### config.mk
export PLATFORM = sky130hd
export DESIGN_NAME = t1sp_serial_port
export DESIGN_NICKNAME = d
export VERILOG_FILES = /design/src/inc/t1sp_pkg.sv /design/src/rtl/t1sp_serial_port.sv /design/src/rtl/t1sp_sync2.sv
export SDC_FILE = /design/constraint.sdc
export NUM_CORES = 1
export LEC_CHECK = 0
export BUFFER_PORTS_ARGS = -buffer_cell sky130_fd_sc_hd__clkbuf_2
export CAP_MARGIN = 10
export CORE_MARGIN = 3
export CORE_UTILIZATION = 55
export DETAILED_ROUTE_END_ITERATION = 6
export GPL_ROUTABILITY_DRIVEN = 0
export PLACE_DENSITY_LB_ADDON = 0.08
export SLEW_MARGIN = 5
export SYNTH_ARGS = -nofsm -noshare
export SYNTH_HDL_FRONTEND = slang
export SYNTH_SLANG_ARGS = --single-unit
### constraint.sdc
create_clock -name clk_i -period 4.5 [get_ports clk_i]
set_input_delay 0.675 -clock clk_i [delete_from_list [all_inputs] [get_ports clk_i]]
set_output_delay 0.675 -clock clk_i [all_outputs]
set_load 0.02 [all_outputs]
### src/inc/t1sp_pkg.sv
// Constants, state encoding and behaviour summary of the serial host port
// Operation
// - Serial port works only while the port-select pin is high
// - Port timing comes only from the host serial clock
// - Every access starts with an eight-bit command byte
// - Read data changes on falling serial clock and holds until next fall
// - Command, write data and read data all travel least significant bit first
// - Serial input is sampled on the rising serial clock edge
// - Command bit 0 high means read, low means write
// - Command bits 1 to 4 are the register address, LSB first
// - Command bit 5 high makes the device ignore the command
// - Sixteen control and status registers are reachable through the port
// - Interrupt pin goes low for any unmasked receive alarm
// - Violation, CRC and framing error counters saturate; host may preset them
// - Extended framing formats are selectable only in host mode
// - Command bit 7 selects burst; burst needs address zero or is ignored
// - Burst walks addresses upward; writes to the status register do nothing
// - Chip select rising ends any burst
package t1sp_pkg;

  localparam int unsigned CMD_RW_BIT    = 0;
  localparam int unsigned CMD_ADDR_LSB  = 1;
  localparam int unsigned CMD_ADDR_MSB  = 4;
  localparam int unsigned CMD_DS_BIT    = 5;
  localparam int unsigned CMD_BURST_BIT = 7;

  localparam logic [3:0] ADDR_STATUS = 4'h0;
  localparam logic [3:0] ADDR_MASK   = 4'h1;
  localparam logic [3:0] ADDR_BVC    = 4'h2;
  localparam logic [3:0] ADDR_ECR    = 4'h3;
  localparam logic [3:0] ADDR_CCR    = 4'h4;
  localparam logic [3:0] ADDR_RCR    = 4'h5;
  localparam logic [3:0] ADDR_TCR    = 4'h6;
  localparam logic [3:0] ADDR_TIR1   = 4'h7;
  localparam logic [3:0] ADDR_TIR2   = 4'h8;
  localparam logic [3:0] ADDR_TIR3   = 4'h9;
  localparam logic [3:0] ADDR_TTR1   = 4'hA;
  localparam logic [3:0] ADDR_TTR2   = 4'hB;
  localparam logic [3:0] ADDR_TTR3   = 4'hC;
  localparam logic [3:0] ADDR_RMR1   = 4'hD;
  localparam logic [3:0] ADDR_RMR2   = 4'hE;
  localparam logic [3:0] ADDR_RMR3   = 4'hF;
  localparam logic [3:0] ADDR_FIRST  = 4'h0;
  localparam logic [3:0] ADDR_LAST   = 4'hF;
  localparam logic [3:0] ADDR_STEP   = 4'h1;

  localparam int unsigned CCR_FM_BIT  = 4;
  localparam int unsigned CCR_FM1_BIT = 7;

  localparam logic [7:0] REG_RESET = 8'h00;
  localparam logic [7:0] BYTE_MAX  = 8'hFF;
  localparam logic [3:0] NIB_MAX   = 4'hF;
  localparam logic [7:0] BYTE_ONE  = 8'h01;
  localparam logic [3:0] NIB_ONE   = 4'h1;
  localparam logic [2:0] BIT_FIRST = 3'h0;
  localparam logic [2:0] BIT_LAST  = 3'h7;
  localparam logic [2:0] BIT_ONE   = 3'h1;

  typedef enum logic [4:0] {
    ST_IDLE   = 5'b0_0001,
    ST_CMD    = 5'b0_0010,
    ST_WDATA  = 5'b0_0100,
    ST_RDATA  = 5'b0_1000,
    ST_IGNORE = 5'b1_0000
  } t1sp_state_t;

endpackage

### src/rtl/t1sp_serial_port.sv
// Serial host register port of the T1 framer with its register file
`timescale 1ns/1ps
module t1sp_serial_port (
  input  wire logic        clk_i,
  input  wire logic        resetn_i,
  input  wire logic        serial_port_select_i,
  input  wire logic        chip_sel_n_i,
  input  wire logic        serial_clk_i,
  input  wire logic        serial_in_i,
  input  wire logic        hw_framing_sel_i,
  input  wire logic [7:0]  receive_alarm_status_i,
  input  wire logic        bpv_event_i,
  input  wire logic        crc_err_event_i,
  input  wire logic        oof_event_i,
  output logic             serial_out_o,
  output logic             serial_out_oe_o,
  output logic             int_n_o,
  output logic [1:0]       framing_format_o,
  output logic [7:0]       common_ctrl_o,
  output logic [7:0]       rx_ctrl_o,
  output logic [7:0]       tx_ctrl_o,
  output logic [23:0]      tx_idle_o,
  output logic [23:0]      tx_transp_o,
  output logic [23:0]      rx_mark_o
);

  // ----------------------------------------------------------------
  // Pin synchronisers
  // ----------------------------------------------------------------
  logic host_s;
  logic cs_n_s;
  logic sclk_s;
  logic sdi_s;
  logic hwfm_s;
  logic sclk_d_r;

  t1sp_sync2 u_sync_sps  (.clk_i(clk_i), .resetn_i(resetn_i),
                          .d_i(serial_port_select_i), .q_o(host_s));
  t1sp_sync2 u_sync_cs   (.clk_i(clk_i), .resetn_i(resetn_i),
                          .d_i(chip_sel_n_i), .q_o(cs_n_s));
  t1sp_sync2 u_sync_sclk (.clk_i(clk_i), .resetn_i(resetn_i),
                          .d_i(serial_clk_i), .q_o(sclk_s));
  t1sp_sync2 u_sync_sdi  (.clk_i(clk_i), .resetn_i(resetn_i),
                          .d_i(serial_in_i), .q_o(sdi_s));
  t1sp_sync2 u_sync_hwfm (.clk_i(clk_i), .resetn_i(resetn_i),
                          .d_i(hw_framing_sel_i), .q_o(hwfm_s));

  // Edges of the host clock only; line clocks never touch this port
  always_ff @(posedge clk_i or negedge resetn_i) begin
    if (!resetn_i) begin
      sclk_d_r <= 1'b0;
    end else begin
      sclk_d_r <= sclk_s;
    end
  end

  logic sclk_rise;
  logic sclk_fall;
  logic abort;
  assign sclk_rise = sclk_s & ~sclk_d_r;
  assign sclk_fall = ~sclk_s & sclk_d_r;
  // Hardware mode or deselect kills any access, burst included
  assign abort = ~host_s | cs_n_s;

  // ----------------------------------------------------------------
  // Serial engine
  // ----------------------------------------------------------------
  t1sp_pkg::t1sp_state_t state_r;
  logic [7:0] shift_r;
  logic [7:0] rd_shift_r;
  logic [2:0] bitcnt_r;
  logic [3:0] addr_r;
  logic       burst_r;
  logic       rd_any_r;
  logic       serial_out_r;
  logic       serial_out_oe_r;

  logic [7:0] in_byte;
  logic       cmd_done;
  logic       cmd_ok;
  logic       wr_en;
  logic [7:0] rd_val;

  // LSB arrives first, so it ends up in bit 0 after eight shifts
  assign in_byte  = {sdi_s, shift_r[7:1]};
  assign cmd_done = (state_r == t1sp_pkg::ST_CMD) && sclk_rise
                    && (bitcnt_r == t1sp_pkg::BIT_LAST);
  assign cmd_ok   = !in_byte[t1sp_pkg::CMD_DS_BIT]
                    && (!in_byte[t1sp_pkg::CMD_BURST_BIT]
                        || (in_byte[t1sp_pkg::CMD_ADDR_MSB:t1sp_pkg::CMD_ADDR_LSB]
                            == t1sp_pkg::ADDR_FIRST));
  assign wr_en    = (state_r == t1sp_pkg::ST_WDATA) && sclk_rise
                    && (bitcnt_r == t1sp_pkg::BIT_LAST);

  always_ff @(posedge clk_i or negedge resetn_i) begin
    if (!resetn_i) begin
      state_r  <= t1sp_pkg::ST_IDLE;
      shift_r  <= t1sp_pkg::REG_RESET;
      bitcnt_r <= t1sp_pkg::BIT_FIRST;
      addr_r   <= t1sp_pkg::ADDR_FIRST;
      burst_r  <= 1'b0;
    end else if (abort) begin
      state_r  <= t1sp_pkg::ST_IDLE;
      bitcnt_r <= t1sp_pkg::BIT_FIRST;
    end else begin
      unique case (state_r)
        t1sp_pkg::ST_IDLE: begin
          state_r  <= t1sp_pkg::ST_CMD;
          bitcnt_r <= t1sp_pkg::BIT_FIRST;
        end
        t1sp_pkg::ST_CMD: begin
          if (sclk_rise) begin
            shift_r  <= in_byte;
            bitcnt_r <= bitcnt_r + t1sp_pkg::BIT_ONE;
            if (cmd_done) begin
              addr_r  <= in_byte[t1sp_pkg::CMD_ADDR_MSB:t1sp_pkg::CMD_ADDR_LSB];
              burst_r <= in_byte[t1sp_pkg::CMD_BURST_BIT];
              if (!cmd_ok) begin
                state_r <= t1sp_pkg::ST_IGNORE;
              end else if (in_byte[t1sp_pkg::CMD_RW_BIT]) begin
                state_r <= t1sp_pkg::ST_RDATA;
              end else begin
                state_r <= t1sp_pkg::ST_WDATA;
              end
            end
          end
        end
        t1sp_pkg::ST_WDATA: begin
          if (sclk_rise) begin
            shift_r  <= in_byte;
            bitcnt_r <= bitcnt_r + t1sp_pkg::BIT_ONE;
            if (wr_en) begin
              if (burst_r && addr_r != t1sp_pkg::ADDR_LAST) begin
                addr_r <= addr_r + t1sp_pkg::ADDR_STEP;
              end else begin
                state_r <= t1sp_pkg::ST_IGNORE;
              end
            end
          end
        end
        t1sp_pkg::ST_RDATA: begin
          if (sclk_fall) begin
            if (bitcnt_r == t1sp_pkg::BIT_FIRST && rd_any_r
                && (!burst_r || addr_r == t1sp_pkg::ADDR_LAST)) begin
              state_r <= t1sp_pkg::ST_IGNORE;
            end else begin
              bitcnt_r <= bitcnt_r + t1sp_pkg::BIT_ONE;
              if (bitcnt_r == t1sp_pkg::BIT_LAST && burst_r
                  && addr_r != t1sp_pkg::ADDR_LAST) begin
                addr_r <= addr_r + t1sp_pkg::ADDR_STEP;
              end
            end
          end
        end
        t1sp_pkg::ST_IGNORE: begin
          state_r <= t1sp_pkg::ST_IGNORE;
        end
        default: begin
          state_r <= t1sp_pkg::ST_IDLE;
        end
      endcase
    end
  end

  // Read shifter; each new byte is fetched at its first falling edge
  always_ff @(posedge clk_i or negedge resetn_i) begin
    if (!resetn_i) begin
      rd_shift_r   <= t1sp_pkg::REG_RESET;
      rd_any_r     <= 1'b0;
      serial_out_r <= 1'b0;
    end else if (state_r != t1sp_pkg::ST_RDATA || abort) begin
      rd_any_r <= 1'b0;
    end else if (sclk_fall) begin
      if (bitcnt_r == t1sp_pkg::BIT_FIRST) begin
        serial_out_r <= rd_val[0];
        rd_shift_r   <= {1'b0, rd_val[7:1]};
      end else begin
        serial_out_r <= rd_shift_r[0];
        rd_shift_r   <= {1'b0, rd_shift_r[7:1]};
      end
      // Flag only the final byte, or a burst would stop before register 15
      if (bitcnt_r == t1sp_pkg::BIT_LAST
          && (!burst_r || addr_r == t1sp_pkg::ADDR_LAST)) begin
        rd_any_r <= 1'b1;
      end
    end
  end

  always_ff @(posedge clk_i or negedge resetn_i) begin
    if (!resetn_i) begin
      serial_out_oe_r <= 1'b0;
    end else begin
      // Released otherwise so a shared line part can drive
      serial_out_oe_r <= (state_r == t1sp_pkg::ST_RDATA) && !abort;
    end
  end

  // ----------------------------------------------------------------
  // Register file
  // ----------------------------------------------------------------
  logic [7:0] regs_r [16];
  logic [7:0] status_r;
  logic [7:0] bvc_r;
  logic [7:0] ecr_r;
  logic [7:0] bvc_nxt;
  logic [7:0] ecr_nxt;
  logic       int_n_r;
  logic [1:0] fmt_r;

  always_comb begin
    unique case (addr_r)
      t1sp_pkg::ADDR_STATUS: rd_val = status_r;
      t1sp_pkg::ADDR_BVC:    rd_val = bvc_r;
      t1sp_pkg::ADDR_ECR:    rd_val = ecr_r;
      default:               rd_val = regs_r[addr_r];
    endcase
  end

  // Plain control bytes; status and counters live elsewhere
  always_ff @(posedge clk_i or negedge resetn_i) begin
    if (!resetn_i) begin
      for (int i = 0; i < 16; i++) begin
        regs_r[i] <= t1sp_pkg::REG_RESET;
      end
    end else if (wr_en && addr_r != t1sp_pkg::ADDR_STATUS
                 && addr_r != t1sp_pkg::ADDR_BVC
                 && addr_r != t1sp_pkg::ADDR_ECR) begin
      regs_r[addr_r] <= in_byte;
    end
  end

  // Preset first, then count: an event in the write cycle is kept
  always_comb begin
    bvc_nxt = (wr_en && addr_r == t1sp_pkg::ADDR_BVC) ? in_byte : bvc_r;
    ecr_nxt = (wr_en && addr_r == t1sp_pkg::ADDR_ECR) ? in_byte : ecr_r;
    if (bpv_event_i && bvc_nxt != t1sp_pkg::BYTE_MAX) begin
      bvc_nxt = bvc_nxt + t1sp_pkg::BYTE_ONE;
    end
    if (crc_err_event_i && ecr_nxt[3:0] != t1sp_pkg::NIB_MAX) begin
      ecr_nxt[3:0] = ecr_nxt[3:0] + t1sp_pkg::NIB_ONE;
    end
    if (oof_event_i && ecr_nxt[7:4] != t1sp_pkg::NIB_MAX) begin
      ecr_nxt[7:4] = ecr_nxt[7:4] + t1sp_pkg::NIB_ONE;
    end
  end

  always_ff @(posedge clk_i or negedge resetn_i) begin
    if (!resetn_i) begin
      bvc_r <= t1sp_pkg::REG_RESET;
      ecr_r <= t1sp_pkg::REG_RESET;
    end else begin
      bvc_r <= bvc_nxt;
      ecr_r <= ecr_nxt;
    end
  end

  always_ff @(posedge clk_i or negedge resetn_i) begin
    if (!resetn_i) begin
      status_r <= t1sp_pkg::REG_RESET;
      int_n_r  <= 1'b1;
    end else begin
      status_r <= receive_alarm_status_i;
      int_n_r  <= ~|(status_r & regs_r[t1sp_pkg::ADDR_MASK]);
    end
  end

  // Hardware mode offers only the two basic formats
  always_ff @(posedge clk_i or negedge resetn_i) begin
    if (!resetn_i) begin
      fmt_r <= 2'h0;
    end else if (host_s) begin
      fmt_r <= {regs_r[t1sp_pkg::ADDR_CCR][t1sp_pkg::CCR_FM1_BIT],
                regs_r[t1sp_pkg::ADDR_CCR][t1sp_pkg::CCR_FM_BIT]};
    end else begin
      fmt_r <= {1'b0, hwfm_s};
    end
  end

  assign serial_out_o     = serial_out_r;
  assign serial_out_oe_o  = serial_out_oe_r;
  assign int_n_o          = int_n_r;
  assign framing_format_o = fmt_r;
  assign common_ctrl_o    = regs_r[t1sp_pkg::ADDR_CCR];
  assign rx_ctrl_o        = regs_r[t1sp_pkg::ADDR_RCR];
  assign tx_ctrl_o        = regs_r[t1sp_pkg::ADDR_TCR];
  assign tx_idle_o        = {regs_r[t1sp_pkg::ADDR_TIR3], regs_r[t1sp_pkg::ADDR_TIR2],
                             regs_r[t1sp_pkg::ADDR_TIR1]};
  assign tx_transp_o      = {regs_r[t1sp_pkg::ADDR_TTR3], regs_r[t1sp_pkg::ADDR_TTR2],
                             regs_r[t1sp_pkg::ADDR_TTR1]};
  assign rx_mark_o        = {regs_r[t1sp_pkg::ADDR_RMR3], regs_r[t1sp_pkg::ADDR_RMR2],
                             regs_r[t1sp_pkg::ADDR_RMR1]};
endmodule // t1sp_serial_port

### src/rtl/t1sp_sync2.sv
// Two-flop synchroniser for one level from outside the clock domain
`timescale 1ns/1ps
module t1sp_sync2 (
  input  wire logic clk_i,
  input  wire logic resetn_i,
  input  wire logic d_i,
  output logic      q_o
);

  logic meta_r;

  always_ff @(posedge clk_i or negedge resetn_i) begin
    if (!resetn_i) begin
      meta_r <= 1'b0;
      q_o    <= 1'b0;
    end else begin
      meta_r <= d_i;
      q_o    <= meta_r;
    end
  end

endmodule // t1sp_sync2

## Word-level counts from Yosys, hierarchy flattened

Index checks and enable logic that the tools add are counted.

- Bits in registers: 198
- Word-level logic and storage cells: 180

- Add/sub/neg operators: 5
- Equal/unequal tests: 33
- $lt $le $gt $ge: 2
- Reductions and logical operators: 46
- Bitwise gates (word level): 10
- Multiplexer cells: 43

Operators with widths:

| kind | count |
|---|---|
| bitwise mux 128 bit | 1 |
| 2-to-1 mux 8 bit | 6 |
| 2-to-1 mux 5 bit | 9 |
| 2-to-1 mux 4 bit | 11 |
| binary-select mux 8 bit (select 4 bit) | 1 |
| demux 8 bit (select 4 bit) | 1 |
| one-hot mux 5 bit (5 select lines) | 1 |
| inequality test 3 bit, second input constant | 8 |
| one-hot mux 8 bit (3 select lines) | 1 |
| logical AND 1 bit | 21 |
| inequality test 2 bit, second input constant | 7 |
| adder 4 x 1 -> 4 bit, second input constant | 3 |
| 2-to-1 mux 3 bit | 4 |
| inequality test 4 bit, second input constant | 3 |
| one-hot mux 4 bit (3 select lines) | 1 |
| AND reduction 10 bit | 1 |
| one-hot mux 3 bit (3 select lines) | 1 |
| adder 8 x 1 -> 8 bit, second input constant | 1 |
| AND 8 bit | 1 |
| equality test 4 x 2 -> 1 bit, second input constant | 2 |
| logical NOT 4 bit | 2 |
| inequality test 4 x 2 -> 1 bit, second input constant | 2 |
| inequality test 8 bit, second input constant | 1 |
| AND reduction 4 bit | 2 |
| 31 further kinds | 48 |

## Depth between registers and ports, before layout

- Depth in word-level cells: 9
- Gate-level depth with buffers: 11
- Depth with buffers taken out: 7

## Hierarchy

Synthesis repeated with hierarchy kept, for this count alone.

- Cell total of the unflattened synthesis: 842
- Area total of the unflattened synthesis: 9915.8 sq um

By module, submodules not included:

| module | times used | cells an instance | area each (sq um) |
|---|---|---|---|
| t1sp_serial_port | 1 | 832 | 9665.5 |
| t1sp_sync2 | 5 | 2 | 50.0 |

## Worst setup path after synthesis

OpenSTA, ideal clock, no wires.

- Path type: flip-flop to flip-flop
- Start: register addr_r[1]
- End: register regs_r[112] in the netlist's numbering
- Data arrival time: 2620 ps
- Data required time: 4375 ps
- Buffers on the path: 5
- Setup time: 125 ps
- Path slack: 1755 ps
- Stages on the path, launching flop included: 12
- Path through: dfrtp_1 > buf_2 > buf_2 > buf_2 > inv_1 > ha_1 > buf_2 > nor3_1 > and2_1 > and3_1 > buf_2 > mux2_2

- Cells in the longest elaborated chain, start to end: 6
- Elaborated cells between the ends (all ways): 13
- Those cells by class: 2 x order compare; 2 x eq/ne; 3 x mux; 1 x bitwise; 5 x reduce/logical

RTL lines:

| item | RTL line | source |
|---|---|---|
| start: declaration | t1sp_serial_port.sv:72 | `logic [3:0] addr_r;` |
| start signal: assignment | t1sp_serial_port.sv:100 | `addr_r <= t1sp_pkg::ADDR_FIRST;` |
| start signal: assignment | t1sp_serial_port.sv:116 | `addr_r <= in_byte[t1sp_pkg::CMD_ADDR_MSB:t1sp_pkg::CMD_ADDR_LSB];` |
| start signal: assignment | t1sp_serial_port.sv:134 | `addr_r <= addr_r + t1sp_pkg::ADDR_STEP;` |
| NOT 4 -> 5 bit (implied by the code) | t1sp_serial_port.sv:228 | `regs_r[addr_r] <= in_byte;` |
| greater-or-equal comparator 5 bit (implied by the code) or less-than comparator 5 x 1 -> 1 bit (tied branches) | t1sp_serial_port.sv:228 |  |
| logical AND 1 bit (implied by the code) | t1sp_serial_port.sv:228 |  |
| 2-to-1 mux 8 bit (implied by the code) | t1sp_serial_port.sv:228 |  |
| demux 8 bit (select 4 bit) | t1sp_serial_port.sv:228 |  |
| bitwise mux 128 bit | t1sp_serial_port.sv:228 |  |
| end signal: indexed assignment | t1sp_serial_port.sv:223 | `regs_r[i] <= t1sp_pkg::REG_RESET;` |
| end signal: indexed assignment | t1sp_serial_port.sv:228 |  |
| end: declaration | t1sp_serial_port.sv:201 | `logic [7:0] regs_r [16];` |

Parallel ways exist; a longest one is shown, timed or not.
A chain may end at the register's enable or synchronous reset.

## Final worst setup path

- Start: register addr_r[0]
- End: register bvc_r[1]

- Cells in the longest elaborated chain, start to end: 6
- Elaborated cells between the ends (all ways): 7
- Those cells by class: 1 x add/sub; 2 x eq/ne; 2 x mux; 2 x reduce/logical

RTL lines:

| item | RTL line | source |
|---|---|---|
| equality test 4 x 2 -> 1 bit (*) | t1sp_serial_port.sv:234 | `bvc_nxt = (wr_en && addr_r == t1sp_pkg::ADDR_BVC) ? in_byte : bvc_r;` |
| logical AND 1 bit (*) | t1sp_serial_port.sv:234 |  |
| 2-to-1 mux 8 bit (*) | t1sp_serial_port.sv:234 |  |
| parallel branches: the longest is 2 deep, another holds adder 8 x 1 -> 8 bit | - |  |
| 2-to-1 mux 8 bit (*) | t1sp_serial_port.sv:236 | `if (bpv_event_i && bvc_nxt != t1sp_pkg::BYTE_MAX) begin` |
| named net bvc_nxt[1] | t1sp_serial_port.sv:205 | `logic [7:0] bvc_nxt;` |
| end signal: assignment | t1sp_serial_port.sv:249 | `bvc_r <= t1sp_pkg::REG_RESET;` |
| end signal: assignment | t1sp_serial_port.sv:252 | `bvc_r <= bvc_nxt;` |
| end: declaration | t1sp_serial_port.sv:203 | `logic [7:0] bvc_r;` |

Mark *: on every way through the listed nets, which the timed path passes.

==> impl_results.md <==
- Status: finished clean
- Setup TNS: 0 ns
- Yosys reg bits: 196
- Min Tclk post-route: 2.80 ns
- Final WL: 24,100 um
- DR vias: about 6,500
- RR Endpoint: bvc_r[1]$_DFF_PN0_
- Psw: around 0.92 mW
- Clock sinks: just under 200
- Pwr Total: around 3.6 mW
- Combinational power share: 4.8%
- Gate count after technology mapping: roughly 830
- CP Capture Point: bvc_r[1]$_DFF_PN0_
- Skew-Pair Late Insertion Delay: 0.44 ns
- Layout cells sized above 1: just under 40%
- Fraction of the cycle the final worst path needs: between 60% and 70%
- Top cell type's share of synthesized area: around half
- Worst Tran Pin Value: about 1.0 ns
- Crit. End Element: flip-flop
- Detailed placer's ending HPWL: 16,700 um
- Port Buffers: about 120
- Skew final: 0.0115 ns
- Num CTS Buffers: 17
- Reg clk slew, reported paths: ~0.080 ns
- Vert. Die Dim: between 100 and 150 um
- Worst-path maximum fanout: 15
- R2r startpoint: addr_r[0]$_DFFE_PN0P_
- Post-cts sizing count: 0
- Critical Path Start: addr_r[0]$_DFFE_PN0P_
- GRT Residual Overflow: 0
- Syn-to-layout area delta: 4.62%
- Storage element area: between 4000 and 5000 um2
- Post-route ant nets: 0
- Synth area leader: dfrtp_1
- Sequential share of power: 52.5%
- Most frequent cell after synthesis: dfrtp_1
- Pre-CTS setup slack: ~1.8 ns
- Worst setup SP type: flip-flop
- Clk buf depth: 2
- Vias in the first global route: between 6,000 and 7,000
- Clk pwr share: 42.7%
- Relative slew margins: between 30% and 40%
- EDFF count, synth: 0
- Fillcell total: between 1,000 and 1,500
- Residual DRC: 0
- Leakage: between 4 and 5 nW
- Area of the multi-input gates: approximately 4000 um2
- Top cells by instance count after synthesis: 194 x dfrtp_1, 116 x mux2_2, 98 x buf_4
- Internal power: 2.64 mW
- Io pins: approximately 120
- RSZ-0062 raised after global routing: no
- Final hold viol count: 0
- Max_cap viols: 0
- Pre-antenna DRT Iters: 5
- VDD IR max: between 0.3 and 0.4 mV
- Setup CP Type: reg2reg
- Number of distinct library cells after synthesis: between 60 and 70
- Iter 0 DRT Violations: roughly 530
- Setup bufs post-CTS: 0
- CTS tree: built
- Core Area: roughly 18,000 um2
- Fin nets: 831
- Worst Hold Class: in2reg
- Area of the mapped netlist: between 10,000 and 15,000 um2
- Max Clk Rate: about 360 MHz
- Hold-fix buffers, CTS: 0
- Die area: about 20,000 um2
- Die X: approximately 140 um
- First-pass GRT wire length: between 30,000 and 40,000 um
- GR Util All Layers: 24.6%
- Final Setup Violations: 0
- Setup ws final: ~1.7 ns
- WP data arrival: 3.17 ns
- Synthesized Nets: between 800 and 900
- Synth area leaders: dfrtp_1 48%, mux2_2 13%, buf_4 7.3%
- FF-to-FF path depth: 6
- Synth Flop Type: dfrtp_1
- R2R setup slack: roughly 1.7 ns
- Pins Over Slew Limit: 0
- Sequential element share of the synthesized area: slightly below 50%
- Yosys warns: 0
- CP required: roughly 5 ns
- Initial antenna violation count: 0
- Drt via density: around 6.2
- Fraction of synthesis flops using an asynchronous set or reset pin: between 90% and 100%
- Sw Share: between 20% and 30%
- Starting Density: between 50 and 60%
- Diodes inserted: 0
- Pwr/cell area: between 300 and 400 nW/um2
- Syn avg cell area: roughly 12 um2
- Routed length per instance: approximately 23 um
- Largest net degree at the start of global routing: ~130
- Root buffer cell: clkbuf_16
- H-tree depth: 4
- Row count: 48
[metal layers]
| metal | up-vias | track usage (%) | part of all wire (%) | wire length (um) |
|---|---|---|---|---|
| met5 | - | 0 | 0 | 0 |
| met1 | 3345 | 35.2 | 44 | 10700 |
| li1 | 2871 | - | - | - |
| met4 | 0 | 7.98 | 2.3 | 551 |
| met2 | 215 | 37.6 | 47 | 11300 |
| met3 | 38 | 5.83 | 6.2 | 1500 |
[registers in the layout, indices dropped and copies added (netlist names), 8 cells and up]
signal         count
common_ctrl_o      8
rx_ctrl_o          8
ecr_r              8
tx_ctrl_o          8
rx_mark_o         24
status_r           8
regs_r            32
tx_transp_o       24
bvc_r              8
tx_idle_o         24
[power groups by stage]
stage	logic [mW]	clock network, mW	registers (mW)
2_1_floorplan	0.111	0	1.87
3_3_place_gp	0.165	0	1.90
3_5_place_dp	0.173	0	1.90
4_1_cts	0.173	1.54	1.87
5_1_grt	0.195	1.62	1.88
6_report	0.172	1.52	1.87
[cell families after synthesis]
| logic type | Yosys count | share of synthesized area, % |
|---|---|---|
| flip-flops | 196 | 48.5 |
| AND/OR/NAND/NOR | 164 | 9.10 |
| multiplexers | 169 | 22.3 |
| XOR/XNOR | 5 | 0.433 |
| adder cells (fa/ha/maj) | 7 | 0.866 |
| AO/OA/AOI/OAI | 115 | 8.06 |
| buffers and inverters | 177 | 10.7 |
[layout by cell type (no fill, tap or decap), types with 3 or more instances in the layout]
cell type  instances
a211o_1            6
a21oi_1           31
a221oi_1           5
a222oi_1           8
a22oi_1            9
a311oi_1           6
a31oi_1            4
and2_1             6
and3_1             8
buf_4              4
clkbuf_16         17
clkbuf_2         117
dfrtp_1          192
ha_1               7
inv_1              7
inv_6              4
inv_8              5
mux2_2           116
mux2i_1           21
mux4_1             6
mux4_2            25
nand2_1           45
nand2_2            3
nand2b_1          11
nand3_1           21
nand3b_1           4
nand4_1            5
nor2_1            22
nor2_2             3
nor2_4             9
nor2b_1            9
nor3_1             5
nor4_1             3
o211ai_1          10
o21ai_0           13
o221ai_1           3
o22ai_1            5
xor2_1             3
[worst min path at each step]
stage | from | end | slack (ns) | cells after the start
global placement | u_sync_sdi.meta_r$_DFF_PN0_ | u_sync_sdi.q_o$_DFF_PN0_ | 0.33 | 0
global route | hw_framing_sel_i | u_sync_hwfm.meta_r$_DFF_PN0_ | 0.31 | 1
CTS | hw_framing_sel_i | u_sync_hwfm.meta_r$_DFF_PN0_ | 0.32 | 1
detailed placement | u_sync_sclk.meta_r$_DFF_PN0_ | u_sync_sclk.q_o$_DFF_PN0_ | 0.33 | 0
floorplan | u_sync_cs.meta_r$_DFF_PN0_ | u_sync_cs.q_o$_DFF_PN0_ | 0.33 | 0
finish | hw_framing_sel_i | u_sync_hwfm.meta_r$_DFF_PN0_ | 0.33 | 1
[metrics by stage]
stage          util [%]  cells  cell area, um2  hold slack (ns)
2_1_floorplan         -    833           10100            0.331
3_3_place_gp       56.6   1012            9990            0.332
3_5_place_dp       56.6   1012            9990            0.335
4_1_cts            59.9   1044           10600            0.320
5_1_grt            59.9   1044           10600            0.311
6_report           59.9   1044           10600            0.329
[cell type report]
| class | count | share of cell area [%] |
|---|---|---|
| flip-flops and latches | 196 | 46.4 |
| multi-input cells | 460 | 38.9 |
| repair buffers | 123 | 6.14 |
| clock buffers | 18 | 4.15 |
| well taps | 225 | 2.66 |
| clock inverters | 14 | 1.41 |
| inverters | 8 | 0.284 |
[critical path: stages, from the launching register on]
cell and delay (ns):
dfrtp_2 0.58, inv_1 0.20, ha_1 0.47, nand4_1 0.45
nor3_1 0.52, mux2_2 0.40, a21oi_2 0.10
No activity file was read; power rests on OpenSTA's default activity.
